--- src/sdc_pkg.sv ---
package sdc_pkg;

   // ----------------------------------------------------------------
   // Timing
   // ----------------------------------------------------------------
   localparam int unsigned CLK_HZ = 20_000_000;
   localparam int unsigned SSC_RATE_HZ = 32_000;
   // Clock cycles between modulation toggles (longest time, rounded down)
   localparam int unsigned SSC_TOGGLE_CYC = CLK_HZ / SSC_RATE_HZ;
   localparam int unsigned REF_PRE_DIV = 16;

   // ----------------------------------------------------------------
   // Serial port addressing
   // ----------------------------------------------------------------
   localparam logic [6:0] ADDR7_BASE = 7'h6c;
   localparam int unsigned ADDR7_SEL_POS = 1;
   localparam logic [2:0] DATA_BYTES = 3'h4;
   localparam logic [2:0] IDX_BYTE0 = 3'h1;
   localparam logic [2:0] IDX_BYTE1 = 3'h2;
   localparam logic [2:0] IDX_BYTE2 = 3'h3;
   localparam logic [2:0] BIT_LAST = 3'h7;

   // ----------------------------------------------------------------
   // Field positions and reset values
   // ----------------------------------------------------------------
   localparam int unsigned B0_OSEL_LSB = 6;
   localparam int unsigned B0_FB_MSB = 5;
   localparam int unsigned B1_FB_LSB = 5;
   localparam int unsigned B2_UP_POS = 7;
   localparam int unsigned B2_LOW_POS = 6;
   localparam int unsigned B2_STEP_MSB = 5;
   localparam logic [8:0] FB_RST = 9'h100;
   localparam logic [1:0] OSEL_RST = 2'h0;
   localparam logic [5:0] STEP_RST = 6'h00;
   localparam logic [7:0] BYTE0_RST = 8'h20;
   localparam logic [7:0] BYTE2_RST = 8'h00;

   // ----------------------------------------------------------------
   // Output divide ratios per select code
   // ----------------------------------------------------------------
   localparam logic [2:0] DIV_A_00 = 3'h2;
   localparam logic [2:0] DIV_B_00 = 3'h4;
   localparam logic [2:0] DIV_A_01 = 3'h1;
   localparam logic [2:0] DIV_B_01 = 3'h2;
   localparam logic [2:0] DIV_A_10 = 3'h2;
   localparam logic [2:0] DIV_B_10 = 3'h6;
   localparam logic [2:0] DIV_A_11 = 3'h1;
   localparam logic [2:0] DIV_B_11 = 3'h3;

   // ----------------------------------------------------------------
   // Types
   // ----------------------------------------------------------------
   typedef struct packed {
      logic [1:0] osel;
      logic [8:0] fb_div;
      logic upper_spread_enable;
      logic lower_spread_enable;
      logic [5:0] step;
   } sdc_cfg_s;

   localparam sdc_cfg_s CFG_RST = '{osel: OSEL_RST, fb_div: FB_RST,
      upper_spread_enable: 1'b0, lower_spread_enable: 1'b0,
      step: STEP_RST};

   typedef enum logic [5:0] {
      ST_IDLE = 6'b00_0001,
      ST_ADDR = 6'b00_0010,
      ST_WAIT = 6'b00_0100,
      ST_ACK = 6'b00_1000,
      ST_DATA = 6'b01_0000,
      ST_SKIP = 6'b10_0000
   } sdc_i2c_e;

endpackage

--- src/sdc_core.sv ---
`timescale 1ns/1ns
module sdc_core #(
   parameter int unsigned TOGGLE_CYC = sdc_pkg::SSC_TOGGLE_CYC,
   parameter int unsigned PRE_DIV = sdc_pkg::REF_PRE_DIV
) (
   input wire logic clk,
   input wire logic rstn,
   input wire logic scl_i,
   input wire logic sda_i,
   output logic sda_o,
   output logic sda_oen,
   input wire logic addr_sel,
   input wire logic parallel_latch_strobe_low,
   input wire logic [8:0] feedback_divide_bits,
   input wire logic [1:0] output_divide_select,
   output logic [8:0] feedback_divide_value,
   output logic [9:0] loop_multiplier,
   output logic pfd_ref_strobe,
   output logic spread_active,
   output logic primary_clock_output,
   output logic secondary_clock_output
);
   import sdc_pkg::*;

   // ----------------------------------------------------------------
   // Helper functions
   // ----------------------------------------------------------------
   // Divider value offset by the step, kept at nine bits
   function automatic logic [8:0] fb_offset(input logic [8:0] base,
                                            input logic [5:0] step,
                                            input logic up);
      logic [9:0] sum;
      sum = '0;
      if (up) begin
         sum = {1'b0, base} + {4'h0, step};
      end else begin
         sum = {1'b0, base} - {4'h0, step};
      end
      fb_offset = sum[8:0];
   endfunction
   // Output ratio for one output from the select code
   function automatic logic [2:0] div_ratio(input logic [1:0] sel,
                                            input logic second);
      case (sel)
         2'b00: div_ratio = second ? DIV_B_00 : DIV_A_00;
         2'b01: div_ratio = second ? DIV_B_01 : DIV_A_01;
         2'b10: div_ratio = second ? DIV_B_10 : DIV_A_10;
         default: div_ratio = second ? DIV_B_11 : DIV_A_11;
      endcase
   endfunction

   // ----------------------------------------------------------------
   // Parameter checks
   // ----------------------------------------------------------------
   initial begin
      if (TOGGLE_CYC < 2 || TOGGLE_CYC > 4096) begin
         $error("sdc_core: TOGGLE_CYC out of range");
      end
      if (PRE_DIV < 2 || PRE_DIV > 256) begin
         $error("sdc_core: PRE_DIV out of range");
      end
   end

   // ----------------------------------------------------------------
   // Serial line edge detection
   // ----------------------------------------------------------------
   logic scl_prev_r, sda_prev_r;
   logic scl_rise, scl_fall, start_det, stop_det;
   // Previous pin levels; pins are synchronous to clk
   always_ff @(posedge clk or negedge rstn) begin
      if (!rstn) begin
         scl_prev_r <= 1'b1;
         sda_prev_r <= 1'b1;
      end else begin
         scl_prev_r <= scl_i;
         sda_prev_r <= sda_i;
      end
   end

   // Bus events
   assign scl_rise = scl_i && !scl_prev_r;
   assign scl_fall = !scl_i && scl_prev_r;
   assign start_det = scl_i && scl_prev_r && sda_prev_r && !sda_i;
   assign stop_det = scl_i && scl_prev_r && !sda_prev_r && sda_i;

   // ----------------------------------------------------------------
   // Serial receive state machine
   // ----------------------------------------------------------------
   sdc_i2c_e state_r, state_nxt;
   logic [2:0] bit_cnt_r, byte_cnt_r;
   logic [7:0] shift_r, rx_byte;
   logic want_ack_r, ack_drive_r;
   sdc_cfg_s stage_r;
   logic commit, shifting, last_bit, addr_hit, buf_full;
   logic [6:0] own_addr;
   // Received byte, address match and fill level
   assign shifting = (state_r == ST_ADDR) || (state_r == ST_DATA);
   assign last_bit = shifting && scl_rise && (bit_cnt_r == BIT_LAST);
   assign rx_byte = {shift_r[6:0], sda_i};
   assign own_addr = ADDR7_BASE | (7'(addr_sel) << ADDR7_SEL_POS);
   assign addr_hit = (rx_byte[7:1] == own_addr) && !rx_byte[0];
   assign buf_full = (byte_cnt_r == DATA_BYTES);
   assign commit = stop_det && buf_full && (state_r != ST_IDLE);

   // Next state; start and stop take precedence over bit traffic
   always_comb begin
      state_nxt = state_r;
      if (start_det) begin
         state_nxt = ST_ADDR;
      end else if (stop_det) begin
         state_nxt = ST_IDLE;
      end else begin
         case (state_r)
            ST_IDLE: state_nxt = ST_IDLE;
            ST_ADDR, ST_DATA: begin
               if (last_bit) begin
                  state_nxt = ST_WAIT;
               end
            end
            ST_WAIT: begin
               if (scl_fall) begin
                  state_nxt = want_ack_r ? ST_ACK : ST_SKIP;
               end
            end
            ST_ACK: begin
               if (scl_fall) begin
                  state_nxt = buf_full ? ST_SKIP : ST_DATA;
               end
            end
            ST_SKIP: state_nxt = ST_SKIP;
            default: state_nxt = ST_IDLE;
         endcase
      end
   end

   // State register
   always_ff @(posedge clk or negedge rstn) begin
      if (!rstn) begin
         state_r <= ST_IDLE;
      end else begin
         state_r <= state_nxt;
      end
   end

   // Bit counter and shift register; idle in skip state
   always_ff @(posedge clk or negedge rstn) begin
      if (!rstn) begin
         bit_cnt_r <= '0;
         shift_r <= '0;
      end else if (start_det || state_r == ST_ACK) begin
         bit_cnt_r <= '0;
      end else if (shifting && scl_rise) begin
         bit_cnt_r <= bit_cnt_r + 1'b1;
         shift_r <= rx_byte;
      end
   end

   // Byte count and acknowledge decision at the eighth bit
   always_ff @(posedge clk or negedge rstn) begin
      if (!rstn) begin
         byte_cnt_r <= '0;
         want_ack_r <= 1'b0;
      end else if (start_det) begin
         byte_cnt_r <= '0;
         want_ack_r <= 1'b0;
      end else if (last_bit && state_r == ST_ADDR) begin
         want_ack_r <= addr_hit;
      end else if (last_bit) begin
         byte_cnt_r <= byte_cnt_r + 1'b1;
         want_ack_r <= 1'b1;
      end
   end

   // Data bytes land in the staging copy; the byte at count 0 is the dummy
   always_ff @(posedge clk or negedge rstn) begin
      if (!rstn) begin
         stage_r <= CFG_RST;
      end else if (last_bit && state_r == ST_DATA) begin
         case (byte_cnt_r)
            IDX_BYTE0: begin
               stage_r.osel <= rx_byte[B0_OSEL_LSB+1:B0_OSEL_LSB];
               stage_r.fb_div[8:3] <= rx_byte[B0_FB_MSB:0];
            end
            IDX_BYTE1: begin
               stage_r.fb_div[2:0] <= rx_byte[7:B1_FB_LSB];
            end
            IDX_BYTE2: begin
               stage_r.upper_spread_enable <= rx_byte[B2_UP_POS];
               stage_r.lower_spread_enable <= rx_byte[B2_LOW_POS];
               stage_r.step <= rx_byte[B2_STEP_MSB:0];
            end
            default: stage_r <= stage_r;
         endcase
      end
   end

   // Acknowledge driven from the fall after bit 8 to the next fall
   always_ff @(posedge clk or negedge rstn) begin
      if (!rstn) begin
         ack_drive_r <= 1'b0;
      end else if (start_det || stop_det) begin
         ack_drive_r <= 1'b0;
      end else if (scl_fall) begin
         ack_drive_r <= (state_r == ST_WAIT) && want_ack_r;
      end
   end

   // Data line is open drain and only ever pulled low
   assign sda_o = 1'b0;
   assign sda_oen = !ack_drive_r;

   // ----------------------------------------------------------------
   // Held configuration and mode selection
   // ----------------------------------------------------------------
   logic strobe_prev_r, strobe_rise, spread_on;
   sdc_cfg_s cfg_r;
   logic [8:0] fb_sel;
   logic [1:0] osel_sel;
   assign strobe_rise = parallel_latch_strobe_low && !strobe_prev_r;
   // Previous strobe level; starts at the pulled-up idle level
   always_ff @(posedge clk or negedge rstn) begin
      if (!rstn) begin
         strobe_prev_r <= 1'b1; // No false rise right after reset
      end else begin
         strobe_prev_r <= parallel_latch_strobe_low;
      end
   end

   // Serial commit replaces all fields; strobe rise captures the pins
   always_ff @(posedge clk or negedge rstn) begin
      if (!rstn) begin
         cfg_r <= CFG_RST;
      end else if (commit) begin
         cfg_r <= stage_r;
      end else if (strobe_rise) begin
         cfg_r.fb_div <= feedback_divide_bits;
         cfg_r.osel <= output_divide_select;
      end
   end

   // Pins pass straight through while the strobe is low
   assign fb_sel = parallel_latch_strobe_low ? cfg_r.fb_div :
                   feedback_divide_bits;
   assign osel_sel = parallel_latch_strobe_low ? cfg_r.osel :
                     output_divide_select;
   assign spread_on = parallel_latch_strobe_low &&
      (cfg_r.upper_spread_enable || cfg_r.lower_spread_enable);

   // ----------------------------------------------------------------
   // Modulation timing and reference pre-divider
   // ----------------------------------------------------------------
   logic [11:0] tog_cnt_r;
   logic [7:0] ref_cnt_r;
   logic phase_r, ref_end;
   assign ref_end = (ref_cnt_r == 8'(PRE_DIV - 1));
   // Modulation phase flips every TOGGLE_CYC clocks
   always_ff @(posedge clk or negedge rstn) begin
      if (!rstn) begin
         tog_cnt_r <= '0;
         phase_r <= 1'b0;
      end else if (tog_cnt_r == 12'(TOGGLE_CYC - 1)) begin
         tog_cnt_r <= '0;
         phase_r <= ~phase_r;
      end else begin
         tog_cnt_r <= tog_cnt_r + 1'b1;
      end
   end

   // Reference divided before the phase comparison
   always_ff @(posedge clk or negedge rstn) begin
      if (!rstn) begin
         ref_cnt_r <= '0;
      end else if (ref_end) begin
         ref_cnt_r <= '0;
      end else begin
         ref_cnt_r <= ref_cnt_r + 1'b1;
      end
   end

   // ----------------------------------------------------------------
   // Spread target and feedback divider update
   // ----------------------------------------------------------------
   logic [8:0] fb_plus, fb_minus, fb_target, fb_r;
   logic [9:0] mult_r;
   logic pfd_r;
   assign fb_plus = fb_offset(fb_sel, cfg_r.step, 1'b1);
   assign fb_minus = fb_offset(fb_sel, cfg_r.step, 1'b0);
   // Target value for the current modulation phase
   always_comb begin
      fb_target = fb_sel;
      if (spread_on) begin
         case ({cfg_r.upper_spread_enable, cfg_r.lower_spread_enable})
            2'b10: fb_target = phase_r ? fb_plus : fb_sel;
            2'b01: fb_target = phase_r ? fb_minus : fb_sel;
            2'b11: fb_target = phase_r ? fb_plus : fb_minus;
            default: fb_target = fb_sel;
         endcase
      end
   end

   // Divider value changes only at a divided-reference boundary
   always_ff @(posedge clk or negedge rstn) begin
      if (!rstn) begin
         fb_r <= FB_RST;
         mult_r <= {FB_RST, 1'b0};
         pfd_r <= 1'b0;
      end else begin
         pfd_r <= ref_end;
         if (ref_end) begin
            fb_r <= fb_target;
            mult_r <= {fb_target, 1'b0};
         end
      end
   end

   assign feedback_divide_value = fb_r;
   assign loop_multiplier = mult_r;
   assign pfd_ref_strobe = pfd_r;
   assign spread_active = spread_on;

   // ----------------------------------------------------------------
   // Output dividers
   // ----------------------------------------------------------------
   logic [2:0] ratio_a, ratio_b;
   assign ratio_a = div_ratio(osel_sel, 1'b0);
   assign ratio_b = div_ratio(osel_sel, 1'b1);
   // Primary output divider
   sdc_out_div #(.W(3)) u_div_a (
      .clk(clk),
      .rstn(rstn),
      .ratio(ratio_a),
      .clk_out(primary_clock_output)
   );

   // Secondary output divider
   sdc_out_div #(.W(3)) u_div_b (
      .clk(clk),
      .rstn(rstn),
      .ratio(ratio_b),
      .clk_out(secondary_clock_output)
   );

endmodule

--- src/sdc_out_div.sv ---
`timescale 1ns/1ns
module sdc_out_div #(
   parameter int unsigned W = 3
) (
   input wire logic clk,
   input wire logic rstn,
   input wire logic [W-1:0] ratio,
   output logic clk_out
);
   import sdc_pkg::*;

   // ----------------------------------------------------------------
   // Half-period divider: each clk edge is one half VCO period
   // ----------------------------------------------------------------
   logic [W-1:0] cnt_r;
   logic [W-1:0] ratio_r;
   logic level_r;
   logic half_end;
   logic period_end;

   initial begin
      if (W < 2) begin
         $error("sdc_out_div: W must be at least 2");
      end
   end

   // Half period ends after ratio ticks; period ends at high-to-low
   assign half_end = (cnt_r >= ratio_r - 1'b1) || (ratio_r == '0);
   assign period_end = half_end && level_r;

   // High and low halves both last ratio ticks, even for odd ratios
   always_ff @(posedge clk or negedge rstn) begin
      if (!rstn) begin
         cnt_r <= '0;
         level_r <= 1'b0;
         ratio_r <= W'(1);
      end else if (half_end) begin
         cnt_r <= '0;
         level_r <= ~level_r;
         if (period_end) begin
            ratio_r <= ratio; // New ratio only at a period boundary
         end
      end else begin
         cnt_r <= cnt_r + 1'b1;
      end
   end

   assign clk_out = level_r;

endmodule

--- config.mk ---
export PLATFORM = sky130hd
export DESIGN_NAME = sdc_core
export DESIGN_NICKNAME = d
export VERILOG_FILES = /design/src/sdc_pkg.sv /design/src/sdc_core.sv /design/src/sdc_out_div.sv
export SDC_FILE = /design/constraint.sdc
export NUM_CORES = 1
export LEC_CHECK = 0
export BUFFER_PORTS_ARGS = -buffer_cell sky130_fd_sc_hd__buf_2
export CAP_MARGIN = 20
export CORE_MARGIN = 2
export CORE_UTILIZATION = 65
export CTS_CLUSTER_DIAMETER = 150
export DETAILED_ROUTE_END_ITERATION = 8
export PLACE_DENSITY = 0.87
export SLEW_MARGIN = 20
export SYNTH_ARGS = -nofsm -noshare
export SYNTH_HDL_FRONTEND = slang
export SYNTH_SLANG_ARGS = --single-unit
--- constraint.sdc ---
create_clock -name clk -period 3.9 [get_ports clk]
set_clock_uncertainty 0.2 [all_clocks]
set_input_delay 0.585 -clock clk [delete_from_list [all_inputs] [get_ports clk]]
set_output_delay 0.585 -clock clk [all_outputs]
set_load 0.02 [all_outputs]
* Yosys cells after proc, flatten, opt, wreduce, memory -nomap -nowiden
Index checks and enable logic that the tools add are counted.
Word-level totals: flip-flop bits (word level) 107, input port bits 17, output and inout port bits 25, word-level logic and storage cells 152
Operators by class: add/subtract/negate cells 10, order comparisons 2, eq/ne operators 23, multiplexer cells 33, bitwise logic cells 4, reductions and logical operators 49
Operators by type and width (count):
- 9-bit 2-to-1 mux | 5
- 6-bit 2-to-1 mux | 7
- 9-bit one-hot mux with 3 select lines | 1
- 6-bit one-hot mux with 4 select lines | 1
- 11-bit 2-to-1 mux | 2
- 3-bit 2-to-1 mux | 7
- 1-bit logical AND | 19
- 2-bit AND reduction | 7
- 12-bit by 1-bit adder with 12-bit output (second input constant) | 1
- 3-bit by 1-bit adder with 3-bit output (second input constant) | 4
- 12-bit by 10-bit equality test with 1-bit output (second input constant) | 1
- 12-bit 2-to-1 mux | 1
- 4-bit != test (second input constant) | 3
- 9-bit by 6-bit adder with 9-bit output | 1
- 3-bit one-hot mux with 3 select lines | 1
- 9-bit by 6-bit subtractor with 9-bit output | 1
- 8-bit by 1-bit adder with 8-bit output (second input constant) | 1
- 8-bit by 4-bit equality test with 1-bit output (second input constant) | 1
- 8-bit 2-to-1 mux | 1
- 2-bit nonzero test | 4
- 7-bit equality test | 1
- 2-bit equality test (second input constant) | 3
- 3-bit by 2-bit equality test with 1-bit output (second input constant) | 2
- 3-bit equality test (second input constant) | 2
- other kinds (21) | 44

* Longest topological paths before layout
depth after elaboration 8, depth in mapped cells 12, depth with buffers taken out 10

* Modules after synthesis
From an unflattened synthesis, not the netlist that was laid out.
Second synthesis, totals: cell total of the unflattened synthesis 592, area, all modules 6019.5 um^2
Modules (own cells, without submodules):
- sdc_core | instances 1, cells each 530, area an instance 5288.8 um^2, seq. area each 2336.0 um^2
- sdc_out_div | instances 2, cells each 31, area an instance 365.4 um^2, seq. area each 176.4 um^2

* Least setup slack after synthesis
No wires, ideal clock.
path kind input port to flip-flop, from in parallel_latch_strobe_low, to reg fb_r[6] (netlist: feedback_divide_value[6]), setup time 0.082 ns, data arrival time 2.998 ns, required time 3.618 ns, path slack 0.621 ns, cell stages on the path 11, path buffers 3, cells stage by stage buf_2 -> buf_1 -> mux2_2 -> ha_1 -> clkbuf_1 -> a21oi_1 -> nand3b_1 -> and3b_1 -> a221oi_1 -> o21ai_0 -> a31oi_1
Between the ends: cells in the longest elaborated chain, start to end 5, elaborated cells between the ends (all ways) 9, those cells by class add/sub: 2; mux: 6; reduce/logical: 1
Ends and longest elaborated chain:
- start, declared | line sdc_core.sv:13 | input wire logic parallel_latch_strobe_low,
- 9-bit 2-to-1 mux | line sdc_core.sv:242 | assign fb_sel = parallel_latch_strobe_low ? cfg_r.fb_div :
- 9-bit by 6-bit subtractor with 9-bit output or 9-bit by 6-bit adder with 9-bit output (tied branches) | line sdc_core.sv:37, sdc_core.sv:35
- 9-bit 2-to-1 mux, on equally long branches | line sdc_core.sv:295, sdc_core.sv:293, sdc_core.sv:294
- 9-bit one-hot mux with 3 select lines | line sdc_core.sv:292 | case ({cfg_r.upper_spread_enable, cfg_r.lower_spread_enable})
- 9-bit 2-to-1 mux * | line sdc_core.sv:291 | if (spread_on) begin
- end signal, assigned | line sdc_core.sv:310 | fb_r <= fb_target;
- end, declared | line sdc_core.sv:283 | logic [8:0] fb_plus, fb_minus, fb_target, fb_r;
Mark *: on every way between the ends. The rest lies on a longest branch, timed or not. A chain may end at the register's enable or synchronous reset.

* Final worst setup path
from in parallel_latch_strobe_low, to reg fb_r[5] (netlist: feedback_divide_value[5])
The elaborated chain is that of the path after synthesis.

==> metrics.log <==
INFO  metric outcome = complete, no violations
INFO  metric initial_core_util = 66.3%
INFO  metric critical_path_class = in2reg
INFO  metric worstSetupEndpointType = flop
INFO  metric slew_headroom = 41.8%
INFO  metric cts_made_buffers = 9
INFO  metric regToRegStartpoint = cfg_r[10]
INFO  metric max_slew.worst_pin.slew = 0.868 ns
INFO  metric distinct_cells_synth = 67
INFO  metric grt_first_pass_wirelength = 21.8 mm
INFO  metric cts_tree = yes
INFO  metric die-width = 101 um
INFO  metric power.sequential.fraction = 44.3%
INFO  metric dr.max_layer_used = met4
INFO  metric grt_pass1_vias = 4429
INFO  metric design_area_final = 6490 sq um
INFO  metric timing_limited_maximum_frequency = 0.343 GHz
INFO  metric antenna_found_initial = 0
INFO  metric worstSetupStartpointType = input port
INFO  metric met2_wirelength = 6.50 mm
INFO  metric p_leak = 3.19 nW
INFO  metric worst_setup_hold_path_clk_slew = 0.11 ns
INFO  metric drc = 0
INFO  metric boundaryPins = 42
INFO  metric setup_total_negative_slack = 0 ns
INFO  metric cts_num_sinks = 106
INFO  metric synth-edff-count = 0
INFO  metric die_footprint = 10100 sq um
INFO  metric critical-path-max-stage-delay = 0.41 ns
INFO  metric grt_setup_unrepaired = no
INFO  metric detail_route.wirelength = 12.9 mm
INFO  metric synth_top_area_share = 40.0%
INFO  metric power.share.switching = 35.0%
INFO  metric worst-r2r-cell-count = 8
INFO  metric cts_max_path_buffers = 2
INFO  metric min_path_type = in2async
INFO  metric route.detailed.wl_per_inst = 17.3 um
INFO  metric cts_max_level = 3
INFO  metric power.combinational.fraction = 31.4%
INFO  metric crit_chain = buf_2 -> mux2_2 -> ha_1 -> a21o_1 -> a31oi_1 -> o21ai_0 -> o21ai_0 -> o211ai_1 -> a31oi_1
INFO  metric yosys_warnings = 0
INFO  metric antenna_cells = 0
INFO  metric count_of_nets_left_with_antenna_violations_after_detail_routing = 0
INFO  metric internal-power = 1.93 mW
INFO  metric proportion_of_layout_cells_with_a_drive_suffix_above_1 = 17.6%
INFO  metric first_pass_iters = 4
INFO  metric async_flop_share = 100%
INFO  metric gp_congestion = 0.897
INFO  metric syn_avg_cell_area = 10.0 sq um
INFO  metric fillCellCount = 684
INFO  metric vias = 4500
INFO  metric worst_skew_pair.late_latency = 0.37 ns
INFO  metric synth_area_leader_cell = sky130_fd_sc_hd__dfrtp_1
INFO  metric met3_wirelength = 599 um
INFO  metric timing.final.crit_share = 74.7%
INFO  metric cp.required = 4.00 ns
INFO  metric routed_via_density = 6.02
INFO  metric power.net_switching = 1.04 mW
INFO  metric placedInstanceArea = 6270 sq um
INFO  metric num_rows = 35
INFO  metric grt_max_degree = 54
INFO  metric ff_to_ff_end = feedback_divide_value[5]
INFO  metric power.density_cell_area = 459 nW/um^2
INFO  metric core_area = 9150 sq um
INFO  metric syn-cell-area = 6070 sq um
INFO  metric ctsRootBufferMaster = sky130_fd_sc_hd__clkbuf_8
INFO  metric yosys-top-cells-count = sky130_fd_sc_hd__dfrtp_1, sky130_fd_sc_hd__nand2_1, sky130_fd_sc_hd__nor2_1, sky130_fd_sc_hd__inv_1, sky130_fd_sc_hd__ha_1
INFO  metric timing.final.crit_period = 2.91 ns
INFO  metric yosysMostFrequentCell = sky130_fd_sc_hd__dfrtp_1
INFO  metric report.final.hold_viol_count = 0
INFO  metric timing.final.max_slew_violations = 0
INFO  metric finalSetupViolations = 0
INFO  metric critPathArrivalTime = 3.01 ns
INFO  metric syn-instance-count = 605
INFO  metric worstPathMaxFanout = 16
INFO  metric ys_ff_latch = 106
INFO  metric vdd_ir_drop_max = 0.314 mV
INFO  metric grt-ovfl-total = 0
INFO  metric cap_viol_max_count = 0
INFO  metric chipHeight = 101 um
INFO  metric post_detailed_placement_half_perimeter_wirelength = 9.71 mm
INFO  metric m1WireLength = 5.50 mm
INFO  metric placement.io_buffers = 39
INFO  metric finalNetCount = 686
INFO  metric grt_usage = 27.6%
INFO  metric crit_path_top_delay_cell = sky130_fd_sc_hd__mux2_2
INFO  metric p_clk_share = 24.3%
INFO  metric synth_top_cells_by_area = sky130_fd_sc_hd__dfrtp_1, sky130_fd_sc_hd__ha_1, sky130_fd_sc_hd__nand2_1
INFO  metric synth_sequential_area_ratio = 43.9%
INFO  metric cts.hold.buffers_added = 0
INFO  metric main_flop_type_after_synthesis = sky130_fd_sc_hd__dfrtp_1
INFO  metric drt_first_iter_violations = 190
INFO  metric syn_to_final_growth = 6.91%
INFO  metric r2r_slack = 1.24 ns
INFO  metric cts.repair_timing.setup_buffer_count = 0
INFO  metric cts_resized = 0
## worst max-delay path by stage
stage | from | end | depth (start not counted)
final | parallel_latch_strobe_low | feedback_divide_value[5] | 9
after global routing | parallel_latch_strobe_low | feedback_divide_value[5] | 9
after CTS | parallel_latch_strobe_low | feedback_divide_value[6] | 11
after detailed placement | parallel_latch_strobe_low | feedback_divide_value[5] | 9
after global placement | parallel_latch_strobe_low | feedback_divide_value[8] | 9
after floorplan | parallel_latch_strobe_low | feedback_divide_value[6] | 11
## area by class of cell
class / count / area, sq um / area share, %
multi-input cells: 434 / 3100 / 47.7
clock inverters: 7 / 91.3 / 1.41
repair buffers: 44 / 235 / 3.63
flip-flops and latches: 106 / 2660 / 41.1
inverters: 37 / 139 / 2.14
well taps: 111 / 139 / 2.14
clock buffers: 9 / 124 / 1.91
## stage by stage
stage / hold slack [ns] / total power, mW / setup slack (ns) / utilization, % / instances
2_1_floorplan: 0.0894 / 2.03 / 0.621 / - / 606
5_1_grt: 0.0731 / 3.17 / 0.843 / 70.9 / 748
3_5_place_dp: 0.251 / 2.27 / 0.667 / 68.5 / 732
4_1_cts: 0.0482 / 2.99 / 1.08 / 70.9 / 748
3_3_place_gp: 0.239 / 2.20 / 0.723 / 68.5 / 732
6_report: 0.0357 / 2.98 / 0.989 / 70.9 / 748
## cells in the final DEF (no fill, tap or decap), drive strengths merged, types with 3 or more instances in the layout
cell type,synthesis,routed
or2,3,3
xnor2,21,21
o21ai,41,41
nand4,6,6
xor2,13,13
dfstp,9,9
dfrtp,97,97
mux2,31,31
and2,3,3
nor4,3,3
o311ai,3,3
mux2i,24,24
nor2b,13,13
nor3,9,9
and3,5,5
nand3,17,17
a31oi,12,12
a211oi,3,3
nor2,42,42
clkbuf,8,9
a221oi,3,3
a21oi,16,16
nand2b,10,10
nor4b,4,4
a21o,4,4
nand2,75,75
nor3b,5,5
ha,35,35
inv,37,41
buf,21,44
## worst max-delay path, delay by kind of cell
| kind | cells | cell delay (ns) |
|---|---|---|
| compound gates | 6 | 1.31 |
| fa+ha+maj | 1 | 0.39 |
| buf+inv | 1 | 0.31 |
| mux | 1 | 0.41 |
## per-layer routing
layer  GRT usage (%)  up-vias
met4            10.7        0
met5               0        -
li1                -     2137
met3            5.48       25
met1            36.1     2203
met2            45.4      135
## cells by family after synthesis
| group | share of synthesized area, % |
|---|---|
| compound gates | 10.7 |
| xor+xnor | 4.91 |
| fa+ha+maj | 7.87 |
| buf+inv | 5.28 |
| flops | 43.9 |
| mux | 10.4 |
| other cells | 0.0618 |
| simple gates | 16.9 |
## sequential cells by signal (all words and copies together), names as in the netlist, 2 cells and up
register and flops:
feedback_divide_value 9, cfg_r 19, stage_r 19, u_div_a.ratio_r 2
byte_cnt_r 3, shift_r 7, u_div_b.ratio_r 3, bit_cnt_r 3
state_r 6, u_div_a.cnt_r 3, tog_cnt_r 12, u_div_b.cnt_r 3
ref_cnt_r 8
## power by group through the flow
stage / sequential, mW / clock [mW] / combinational, mW
after global routing: 1.34 / 0.782 / 1.05
final: 1.32 / 0.722 / 0.934
after detailed placement: 1.34 / 0 / 0.930
after CTS: 1.32 / 0.737 / 0.939
after global placement: 1.33 / 0 / 0.866
after floorplan: 1.35 / 0 / 0.672
(Power assumes the default switching activity.)
